--- src/rtl/bpgc_pkg.sv ---
/*
 * Constants and carrier types for the board pin glue block: I/O ports,
 * configuration index numbers, field positions, mode codes and reset values.
 * Assumes an ISA-style I/O bus whose inputs are synchronous to the block clock.
 */
package bpgc_pkg;

    // ************************************************************
    // I/O ports of the configuration index/data pair and the latch.
    // ************************************************************
    localparam logic [15:0] CFG_INDEX_PORT = 16'h0022;
    localparam logic [15:0] CFG_DATA_PORT  = 16'h0023;
    localparam logic [15:0] LATCH_PORT     = 16'h0100;

    // ************************************************************
    // Configuration index numbers.
    // ************************************************************
    localparam logic [7:0] IDX_OE_A        = 8'h70;
    localparam logic [7:0] IDX_OE_B        = 8'h74;
    localparam logic [7:0] IDX_SERIAL      = 8'h80;
    localparam logic [7:0] IDX_SERIAL_OVR  = 8'h81;
    localparam logic [7:0] IDX_STROBE_ADDR = 8'h89;
    localparam logic [7:0] IDX_GP_MODE     = 8'h91;
    localparam logic [7:0] IDX_GP_LEVEL    = 8'h92;
    localparam logic [7:0] IDX_CS1_ADDR    = 8'h94;
    localparam logic [7:0] IDX_SPARE_ADDR  = 8'h98;
    localparam logic [7:0] IDX_CS0_ADDR    = 8'h9C;
    localparam logic [7:0] IDX_PM_SLOT1    = 8'hAA;
    localparam logic [7:0] IDX_PM_SLOT2    = 8'hAB;
    localparam logic [7:0] IDX_PM_KBD      = 8'hAC;

    // ************************************************************
    // Field positions.
    // ************************************************************
    localparam int OE_BIT_STROBE = 6;
    localparam int OE_BIT_CS0    = 2;
    localparam int OE_BIT_CS1    = 3;
    localparam int OE_BIT_SPARE  = 4;
    localparam int NIB_LO        = 0;
    localparam int NIB_HI        = 4;
    localparam int OVR_EN_BIT    = 0;
    localparam int OVR_VAL_BIT   = 1;
    localparam int LATCH_ROM_BIT = 2;
    localparam int LATCH_S2_BIT  = 1;
    localparam int LATCH_S1_BIT  = 0;
    localparam int LATCH_W       = 3;
    localparam int NUM_GP        = 4;
    localparam int NUM_PM        = 5;
    localparam int BLK_SHIFT     = 3;

    // ************************************************************
    // Reset values.
    // ************************************************************
    localparam logic [7:0] REG_RESET   = 8'h00;
    localparam logic [2:0] LATCH_RESET = 3'h0;

    // ************************************************************
    // Pin modes and carriers.
    // ************************************************************
    typedef enum logic [1:0] {
        GP_PLAIN_IO = 2'b00,
        GP_DEC_IOR  = 2'b01,
        GP_DEC_IOW  = 2'b10,
        GP_DECODE   = 2'b11
    } bpgc_gp_mode_t;

    typedef struct packed {
        logic [15:0] addr;
        logic [7:0]  data;
        logic        iow;
        logic        ior;
    } bpgc_io_bus_t;

    typedef struct packed {
        logic kbd_reset;
        logic slot1_vcc;
        logic slot2_vcc;
        logic rs232_enable;
        logic ir_select;
        logic port2_tx_enable;
        logic vpp_rom_12v;
        logic vpp_slot2_12v;
        logic vpp_slot1_12v;
    } bpgc_glue_t;

endpackage : bpgc_pkg

--- src/rtl/bpgc_gp_pin.sv ---
/*
 * One general-purpose pin: plain output, address decode, or decode gated
 * with the I/O read or write command. Assumes bus inputs synchronous to clk.
 */
`timescale 1ns/1ns
`default_nettype none

module bpgc_gp_pin (
    input  wire logic                  clk_in,
    input  wire logic                  rst_n_in,
    input  wire bpgc_pkg::bpgc_io_bus_t bus_in,
    input  wire logic [1:0]            mode_in,
    input  wire logic [7:0]            addr_idx_in,
    input  wire logic                  oe_in,
    input  wire logic                  level_in,
    output logic                       pin_out,
    output logic                       pin_oe_out
);
    import bpgc_pkg::*;

    logic hit;

    // ************************************************************
    // Decode.
    // ************************************************************

    // An index value names an eight-byte block: the address shifted down three places.
    function automatic logic block_hit(input logic [15:0] a, input logic [7:0] idx);
        block_hit = (a[15:10] == 6'h00) && (a[9:BLK_SHIFT] == idx[6:0]);
    endfunction : block_hit

    // The mode picks which qualifier reaches the pin.
    always_comb begin
        hit = block_hit(bus_in.addr, addr_idx_in);
        unique case (bpgc_gp_mode_t'(mode_in))
            GP_PLAIN_IO: pin_out = level_in;
            GP_DEC_IOR:  pin_out = hit & bus_in.ior;
            GP_DEC_IOW:  pin_out = hit & bus_in.iow;
            GP_DECODE:   pin_out = hit;
        endcase
    end

    // The pin drives only when enabled; otherwise it is an input.
    assign pin_oe_out = oe_in;

    property p_gated_write;
        @(posedge clk_in) disable iff (!rst_n_in)
        (mode_in == GP_DEC_IOW) |-> (pin_out == (block_hit(bus_in.addr, addr_idx_in) && bus_in.iow));
    endproperty
    a_gated_write: assert property (p_gated_write) else $error("Write-gated decode wrong.");

    property p_plain_decode;
        @(posedge clk_in) disable iff (!rst_n_in)
        (mode_in == GP_DECODE && bus_in.addr[15:10] == 6'h00 && bus_in.addr[9:3] == addr_idx_in[6:0])
        |-> pin_out;
    endproperty
    a_plain_decode: assert property (p_plain_decode) else $error("Plain decode missed a hit.");

endmodule : bpgc_gp_pin

`default_nettype wire

--- src/rtl/bpgc_top.sv ---
/*
 * Board pin glue: configuration index registers, four general-purpose pins,
 * the write-only programming-voltage latch and five power control pins with
 * their board gates. Assumes an ISA-style I/O bus synchronous to ref_clk_in
 * and a power-management mode code supplied by the controller.
 */
`timescale 1ns/1ns
`default_nettype none

module bpgc_top (
    input  wire logic                   ref_clk_in,
    input  wire logic                   resetn_in,
    input  wire bpgc_pkg::bpgc_io_bus_t bus_in,
    input  wire logic [1:0]             pm_mode_in,
    input  wire logic                   system_reset_out_in,
    input  wire logic                   card_detect1_in,
    input  wire logic                   card_detect2_in,
    output logic [3:0]                  general_purpose_pin_out,
    output logic [3:0]                  general_purpose_pin_oe_out,
    output logic [4:0]                  power_control_pin_out,
    output bpgc_pkg::bpgc_glue_t        glue_out
);
    import bpgc_pkg::*;

    // ************************************************************
    // State.
    // ************************************************************
    typedef struct packed {
        logic [7:0]             idx_sel;
        logic [7:0]             oe_a;
        logic [7:0]             oe_b;
        logic [7:0]             gp_mode;
        logic [7:0]             gp_level;
        logic [NUM_GP-1:0][7:0] gp_addr;
        logic [7:0]             serial;
        logic [7:0]             serial_ovr;
        logic [7:0]             pm_slot1;
        logic [7:0]             pm_slot2;
        logic [7:0]             pm_kbd;
        logic [LATCH_W-1:0]     vpp_latch;
        logic                   strobe_q;
    } bpgc_state_t;

    localparam bpgc_state_t STATE_RESET = '{
        idx_sel: REG_RESET, oe_a: REG_RESET, oe_b: REG_RESET, gp_mode: REG_RESET,
        gp_level: REG_RESET, gp_addr: '0, serial: REG_RESET, serial_ovr: REG_RESET,
        pm_slot1: REG_RESET, pm_slot2: REG_RESET, pm_kbd: REG_RESET,
        vpp_latch: LATCH_RESET, strobe_q: 1'b0};

    bpgc_state_t      st;
    bpgc_state_t      next_st;
    logic             rst_meta;
    logic             rst_n;
    logic [3:0]       gp_pin;
    logic [3:0]       gp_oe;
    logic [3:0]       gp_oe_sel;
    logic             latch_strobe_net;
    logic             strobe_rise;
    logic             cfg_wr;
    logic [4:0]       pm_val;

    // ************************************************************
    // Reset release.
    // ************************************************************

    // Two flops so the release lands cleanly on a clock edge.
    always_ff @(posedge ref_clk_in or negedge resetn_in) begin
        if (!resetn_in) begin
            rst_meta <= 1'b0;
            rst_n    <= 1'b0;
        end else begin
            rst_meta <= 1'b1;
            rst_n    <= rst_meta;
        end
    end

    // ************************************************************
    // General-purpose pins.
    // ************************************************************

    // Output enables sit in two indexes at scattered bit positions.
    assign gp_oe_sel = {st.oe_b[OE_BIT_SPARE], st.oe_b[OE_BIT_CS1], st.oe_b[OE_BIT_CS0],
                        st.oe_a[OE_BIT_STROBE]};

    // Each pin owns a two-bit field of the shared mode index.
    for (genvar g = 0; g < NUM_GP; g++) begin : g_pin
        bpgc_gp_pin bpgc_gp_pin_i (
            .clk_in      (ref_clk_in),
            .rst_n_in    (rst_n),
            .bus_in      (bus_in),
            .mode_in     (st.gp_mode[2*g +: 2]),
            .addr_idx_in (st.gp_addr[g]),
            .oe_in       (gp_oe_sel[g]),
            .level_in    (st.gp_level[g]),
            .pin_out     (gp_pin[g]),
            .pin_oe_out  (gp_oe[g])
        );
    end

    assign general_purpose_pin_out    = gp_pin;
    assign general_purpose_pin_oe_out = gp_oe;

    // The strobe net is the first pin only while it is actually driven.
    assign latch_strobe_net = gp_pin[0] & gp_oe[0];
    assign strobe_rise      = latch_strobe_net & ~st.strobe_q;
    assign cfg_wr           = bus_in.iow && (bus_in.addr == CFG_DATA_PORT);

    // ************************************************************
    // Next state.
    // ************************************************************

    // Index registers have no read path; software keeps its own shadow.
    always_comb begin
        next_st          = st;
        next_st.strobe_q = latch_strobe_net;
        if (bus_in.iow && bus_in.addr == CFG_INDEX_PORT) begin
            next_st.idx_sel = bus_in.data;
        end
        if (cfg_wr) begin
            unique case (st.idx_sel)
                IDX_OE_A:        next_st.oe_a       = bus_in.data;
                IDX_OE_B:        next_st.oe_b       = bus_in.data;
                IDX_SERIAL:      next_st.serial     = bus_in.data;
                IDX_SERIAL_OVR:  next_st.serial_ovr = bus_in.data;
                IDX_STROBE_ADDR: next_st.gp_addr[0] = bus_in.data;
                IDX_GP_MODE:     next_st.gp_mode    = bus_in.data;
                IDX_GP_LEVEL:    next_st.gp_level   = bus_in.data;
                IDX_CS0_ADDR:    next_st.gp_addr[1] = bus_in.data;
                IDX_CS1_ADDR:    next_st.gp_addr[2] = bus_in.data;
                IDX_SPARE_ADDR:  next_st.gp_addr[3] = bus_in.data;
                IDX_PM_SLOT1:    next_st.pm_slot1   = bus_in.data;
                IDX_PM_SLOT2:    next_st.pm_slot2   = bus_in.data;
                IDX_PM_KBD:      next_st.pm_kbd     = bus_in.data;
                default:         next_st.idx_sel    = st.idx_sel;
            endcase
        end
        // Only the low three data bits are stored; the rest are reserved.
        if (strobe_rise) begin
            next_st.vpp_latch = bus_in.data[LATCH_W-1:0];
        end
    end

    // All control state clears at reset, so the keyboard field starts at zero.
    always_ff @(posedge ref_clk_in or negedge rst_n) begin
        if (!rst_n) begin
            st <= STATE_RESET;
        end else begin
            st <= next_st;
        end
    end

    // ************************************************************
    // Power control pins and board glue.
    // ************************************************************

    // Picks the bit for the current power mode out of a four-bit field.
    function automatic logic mode_bit(input logic [3:0] nib, input logic [1:0] m);
        mode_bit = nib[m];
    endfunction : mode_bit

    // Every pin follows its per-mode value, except the serial pin while its override is enabled; slot 2 is the inverted one.
    always_comb begin
        pm_val[0] = mode_bit(st.pm_kbd[NIB_LO +: 4], pm_mode_in);
        pm_val[1] = mode_bit(st.pm_slot1[NIB_LO +: 4], pm_mode_in);
        pm_val[2] = st.serial_ovr[OVR_EN_BIT] ? st.serial_ovr[OVR_VAL_BIT]
                  : mode_bit(st.serial[NIB_LO +: 4], pm_mode_in);
        pm_val[3] = ~mode_bit(st.pm_slot2[NIB_LO +: 4], pm_mode_in);
        pm_val[4] = mode_bit(st.pm_slot1[NIB_HI +: 4], pm_mode_in);
    end

    assign power_control_pin_out = pm_val;

    // Board gates; the supply terms keep a card powered regardless of the pin.
    always_comb begin
        glue_out.kbd_reset       = system_reset_out_in | pm_val[0];
        glue_out.slot1_vcc       = ~pm_val[1] | card_detect1_in;
        glue_out.slot2_vcc       = ~pm_val[3] | card_detect2_in;
        glue_out.rs232_enable    = pm_val[2];
        glue_out.ir_select       = ~pm_val[2];
        glue_out.port2_tx_enable = pm_val[2];
        glue_out.vpp_rom_12v     = st.vpp_latch[LATCH_ROM_BIT];
        glue_out.vpp_slot2_12v   = st.vpp_latch[LATCH_S2_BIT];
        glue_out.vpp_slot1_12v   = st.vpp_latch[LATCH_S1_BIT];
    end

    // ************************************************************
    // Checks.
    // ************************************************************
    property p_latch_capture;
        @(posedge ref_clk_in) disable iff (!rst_n)
        strobe_rise |=> (glue_out.vpp_rom_12v == $past(bus_in.data[2]))
                     && ({glue_out.vpp_slot2_12v, glue_out.vpp_slot1_12v} == $past(bus_in.data[1:0]));
    endproperty
    a_latch_capture: assert property (p_latch_capture) else $error("Latch missed strobe data.");

    property p_latch_hold;
        @(posedge ref_clk_in) disable iff (!rst_n)
        !strobe_rise |=> $stable(st.vpp_latch);
    endproperty
    a_latch_hold: assert property (p_latch_hold) else $error("Latch changed without strobe.");

    property p_strobe_range;
        @(posedge ref_clk_in) disable iff (!rst_n)
        (st.gp_addr[0] == 8'h20 && st.gp_mode[1:0] == 2'b10 && st.oe_a[6] && bus_in.iow
         && bus_in.addr[15:3] == 13'h0020 && !st.strobe_q) |=> (st.vpp_latch == $past(bus_in.data[2:0]));
    endproperty
    a_strobe_range: assert property (p_strobe_range) else $error("Write to 100h-107h not latched.");

    property p_kbd_reset;
        @(posedge ref_clk_in) disable iff (!rst_n)
        (system_reset_out_in || st.pm_kbd[pm_mode_in]) |-> glue_out.kbd_reset;
    endproperty
    a_kbd_reset: assert property (p_kbd_reset) else $error("Keyboard reset not asserted.");

    property p_kbd_reset_zero;
        @(posedge ref_clk_in) $rose(rst_n) |-> (st.pm_kbd[3:0] == 4'h0) && !power_control_pin_out[0];
    endproperty
    a_kbd_reset_zero: assert property (p_kbd_reset_zero) else $error("Keyboard field not zero.");

    property p_slot1;
        @(posedge ref_clk_in) disable iff (!rst_n)
        (!power_control_pin_out[1] || card_detect1_in) |-> glue_out.slot1_vcc;
    endproperty
    a_slot1: assert property (p_slot1) else $error("Slot 1 supply wrongly off.");

    property p_slot2;
        @(posedge ref_clk_in) disable iff (!rst_n)
        (power_control_pin_out[3] && !card_detect2_in) |-> !glue_out.slot2_vcc;
    endproperty
    a_slot2: assert property (p_slot2) else $error("Slot 2 supply wrongly on.");

    property p_serial;
        @(posedge ref_clk_in) disable iff (!rst_n)
        !power_control_pin_out[2] |-> glue_out.ir_select && !glue_out.port2_tx_enable && !glue_out.rs232_enable;
    endproperty
    a_serial: assert property (p_serial) else $error("Infrared mode not selected.");

    property p_slot2_invert;
        @(posedge ref_clk_in) disable iff (!rst_n)
        power_control_pin_out[3] == !st.pm_slot2[pm_mode_in];
    endproperty
    a_slot2_invert: assert property (p_slot2_invert) else $error("Slot 2 pin not inverted.");

endmodule : bpgc_top

`default_nettype wire

--- config.mk ---
export PLATFORM = sky130hd
export DESIGN_NAME = bpgc_top
export DESIGN_NICKNAME = d
export VERILOG_FILES = /design/src/rtl/bpgc_pkg.sv /design/src/rtl/bpgc_gp_pin.sv /design/src/rtl/bpgc_top.sv
export SDC_FILE = /design/constraint.sdc
export NUM_CORES = 1
export LEC_CHECK = 0
export ABC_AREA = 1
export BUFFER_PORTS_ARGS = -buffer_cell sky130_fd_sc_hd__buf_2
export CAP_MARGIN = 20
export CORE_ASPECT_RATIO = 1.4
export CORE_MARGIN = 5
export CORE_UTILIZATION = 53
export DETAILED_ROUTE_END_ITERATION = 8
export GPL_TIMING_DRIVEN = 0
export HOLD_SLACK_MARGIN = 0.02
export PLACE_DENSITY = 0.83
export SLEW_MARGIN = 20
export SYNTH_ARGS = -nofsm -noshare
export SYNTH_HDL_FRONTEND = slang
export SYNTH_SLANG_ARGS = --single-unit
--- constraint.sdc ---
create_clock -name ref_clk_in -period 2.3 [get_ports ref_clk_in]
set_input_delay 0.23 -clock ref_clk_in [delete_from_list [all_inputs] [get_ports ref_clk_in]]
set_output_delay 0.23 -clock ref_clk_in [all_outputs]
set_load 0.03 [all_outputs]
==> metrics.txt <==
P_leak 2.703 nW; Core Util, Final 63.86%; Synthesized Nets 653; predominant post-synthesis flop cell dfrtp_1; final hold violation count 0; Vias/cell 5.359; EDFF count, synth 0; Least-Margin Pin Slew 0.7853 ns; Crit Path Category reg -> out; layout cells sized above 1 14.41%; synthesized flop and latch total 80; crit path cell chain inv_1 > ha_1 > o21ai_0 > a21oi_1 > or2_2 > nand4_1 > o21ai_0 > buf_4 > buf_2; CP max FO 3; drt initial violations 357; Final Cycle Share 93.80%; # port buffers 54; CTS H-tree depth 3; CTS sink cnt 80; mapped cell area 4468 µm²; Die Wd 87.60 µm; core area 8198 µm²; final worst slack 0.1426 ns; First-pass DRT Iterations 5; die area 10390 µm²; Layout area overhead 17.17%; clk_skew 0.009403 ns; vias in the first global route 4135; CP most frequent cell o21ai_0; RSZ-0062 raised after global routing no; Rows 39; outcome completed; GRT Overall Usage 23.93%; CTS Buffer Depth 2; HPWL Detailed 8671 µm; remaining antenna violation count 0; Clk pin slew, worst setup/hold paths 0.06 ns; Max Clk Rate 0.4635 GHz; nets@finish 720; VDD IR max 448.2 µV; largest cells by area after synthesis dfrtp_1 45%, nand2_1 13%, inv_1 12%; Critical Path Slowest Stage Cell dfrtp_1; fill count 721; first-pass GRT wire length 19180 µm; Ys Warns 0; Critical Path Start Type register; Total Power 3.155 mW; async set-reset flop share out of synthesis 100.0%; Routed wire per std cell 15.36 µm; setup violators final 0; Remaining Overflow, GRT 0; most common cell after layout, fill and taps aside nand2_1; P per Cell Area 602.7 nW/µm²; Top Ports 55; critical path required time 2.07 ns; Design Area, Final 5235 µm²; Slew Limit Fails 0; sequential fraction of the synthesis area 44.81%; via count 4191; clk_lat worst skew 0.34 ns; max_slew headroom 47.16%; setup TNS 0 ns; crit path DAT 1.93 ns; Root Buffer Master clkbuf_16; fin crit period 2.157 ns; Synth area leader dfrtp_1; diodes inserted 0; synth unique cells 31; Synth top area share 44.81%; CP max stage delay 0.39 ns; Residual DRC 0; CTS tree built; # Max-Cap Violations 0; min-delay worst type in -> reg; most frequent cells in the layout 153 x nand2_1, 139 x inv_1, 79 x dfrtp_1; Avg Cell Area, Syn 7.349 µm²; CTS Buf Count 9; antenna violations before repair 0; pre-CTS WS 0.01438 ns; postcts setup bufs 0; Die Ht 118.6 µm; final WL 12010 µm; largest net degree at the start of global routing 49; CP Capture Type output pin; placed inst area 4897 µm²; initial core utilization 54.50%; routability cong. 0.9492; Post-Syn Instances 608
==> critical path, delay by kind of cell, from the launching register on <==
family,cells,cell delay (ns)
AND/OR/NAND/NOR,2,0.34
buffers and inverters,3,0.40
AO/OA/AOI/OAI,3,0.21
adder cells (fa/ha/maj),1,0.24
flip-flops,1,0.39
==> worst paths after layout <==
kind	startpoint	to	slack, ns	depth (start not counted)
max	st[88]	general_purpose_pin_out[2]	0.14	9
min	bus_in[9]	st[91]	0.14	3
max reg2reg	st[114]	st[45]	0.30	7
min reg2reg	rst_n	gp_oe_sel[1]	0.27	0
max in group asynchronous	rst_n	glue_out[2]	1.45	1
min in group asynchronous	resetn_in	rst_n	0.21	2
==> Yosys cell counts (2+ instances only) <==
master	n
xor2_1	4
o211a_1	2
inv_1	139
nor4_1	5
o21ai_1	27
nor3_2	2
o22ai_1	7
nand4_1	22
clkbuf_1	6
or2_1	2
o211ai_1	2
or2_2	2
nand2_1	153
nor2_1	26
nand3_1	24
buf_2	4
ha_1	12
dfrtp_1	80
nor3_1	2
a21oi_1	15
o21ai_0	50
buf_4	13
==> state kept, by name, indices dropped and copies added, names as in the netlist <==
name / flops
st: 71
gp_oe_sel: 4
rst_meta: 1
glue_out: 3
rst_n: 1
==> repair_timing <==
item,4_1_cts,5_1_grt
hold buffers,1,0
resized for setup,0,1
endpoints found under the setup margin,0,1
endpoints found under the hold margin,2,0
==> power breakdown <==
group	switching [mW]	internal (mW)	leakage, nW
Sequential	0.0112	1.41	0.846
Clock	0.571	0.974	0.158
Combinational	0.134	0.0545	1.70
==> layout make-up <==
cell class	instances	area, µm²	share of cell area, %
clock buffer	10	239.0	4.565
sequential	80	2006	38.31
tap	102	127.6	2.438
inverter	140	525.5	10.04
clock inverter	6	82.58	1.577
multi-input combinational	364	1803	34.44
timing repair buffer	56	307.8	5.880
buffer	24	143.9	2.749
==> routing by layer <==
layer  routed length [µm]  part of all wire (%)  global-route usage, %
met1                 4464                    37                  26.85
met2                 6039                    50                  40.80
met4                  732                   6.1                  15.55
met5                    0                     0                      0
met3                  777                   6.5                  3.897
==> metrics by stage <==
stage	hold slack (ns)	std cells
global route	0.1651	782
floorplan	-0.06559	608
global placement	0.01445	764
CTS	0.1315	782
finish	0.1406	782
detailed placement	0.01683	765
==> logic make-up (layout without fill, tap and decap cells) <==
| kind of cell | after synthesis | after routing | share of synthesized area [%] |
|---|---|---|---|
| flops | 80 | 80 | 44.81 |
| other cells | 1 | 1 | 0.08393 |
| xor+xnor | 5 | 5 | 0.9801 |
| buf+inv | 164 | 236 | 14.98 |
| compound gates | 104 | 104 | 12.24 |
| simple gates | 242 | 242 | 23.55 |
| fa+ha+maj | 12 | 12 | 3.360 |
Power figures use the tool's default switching activity.
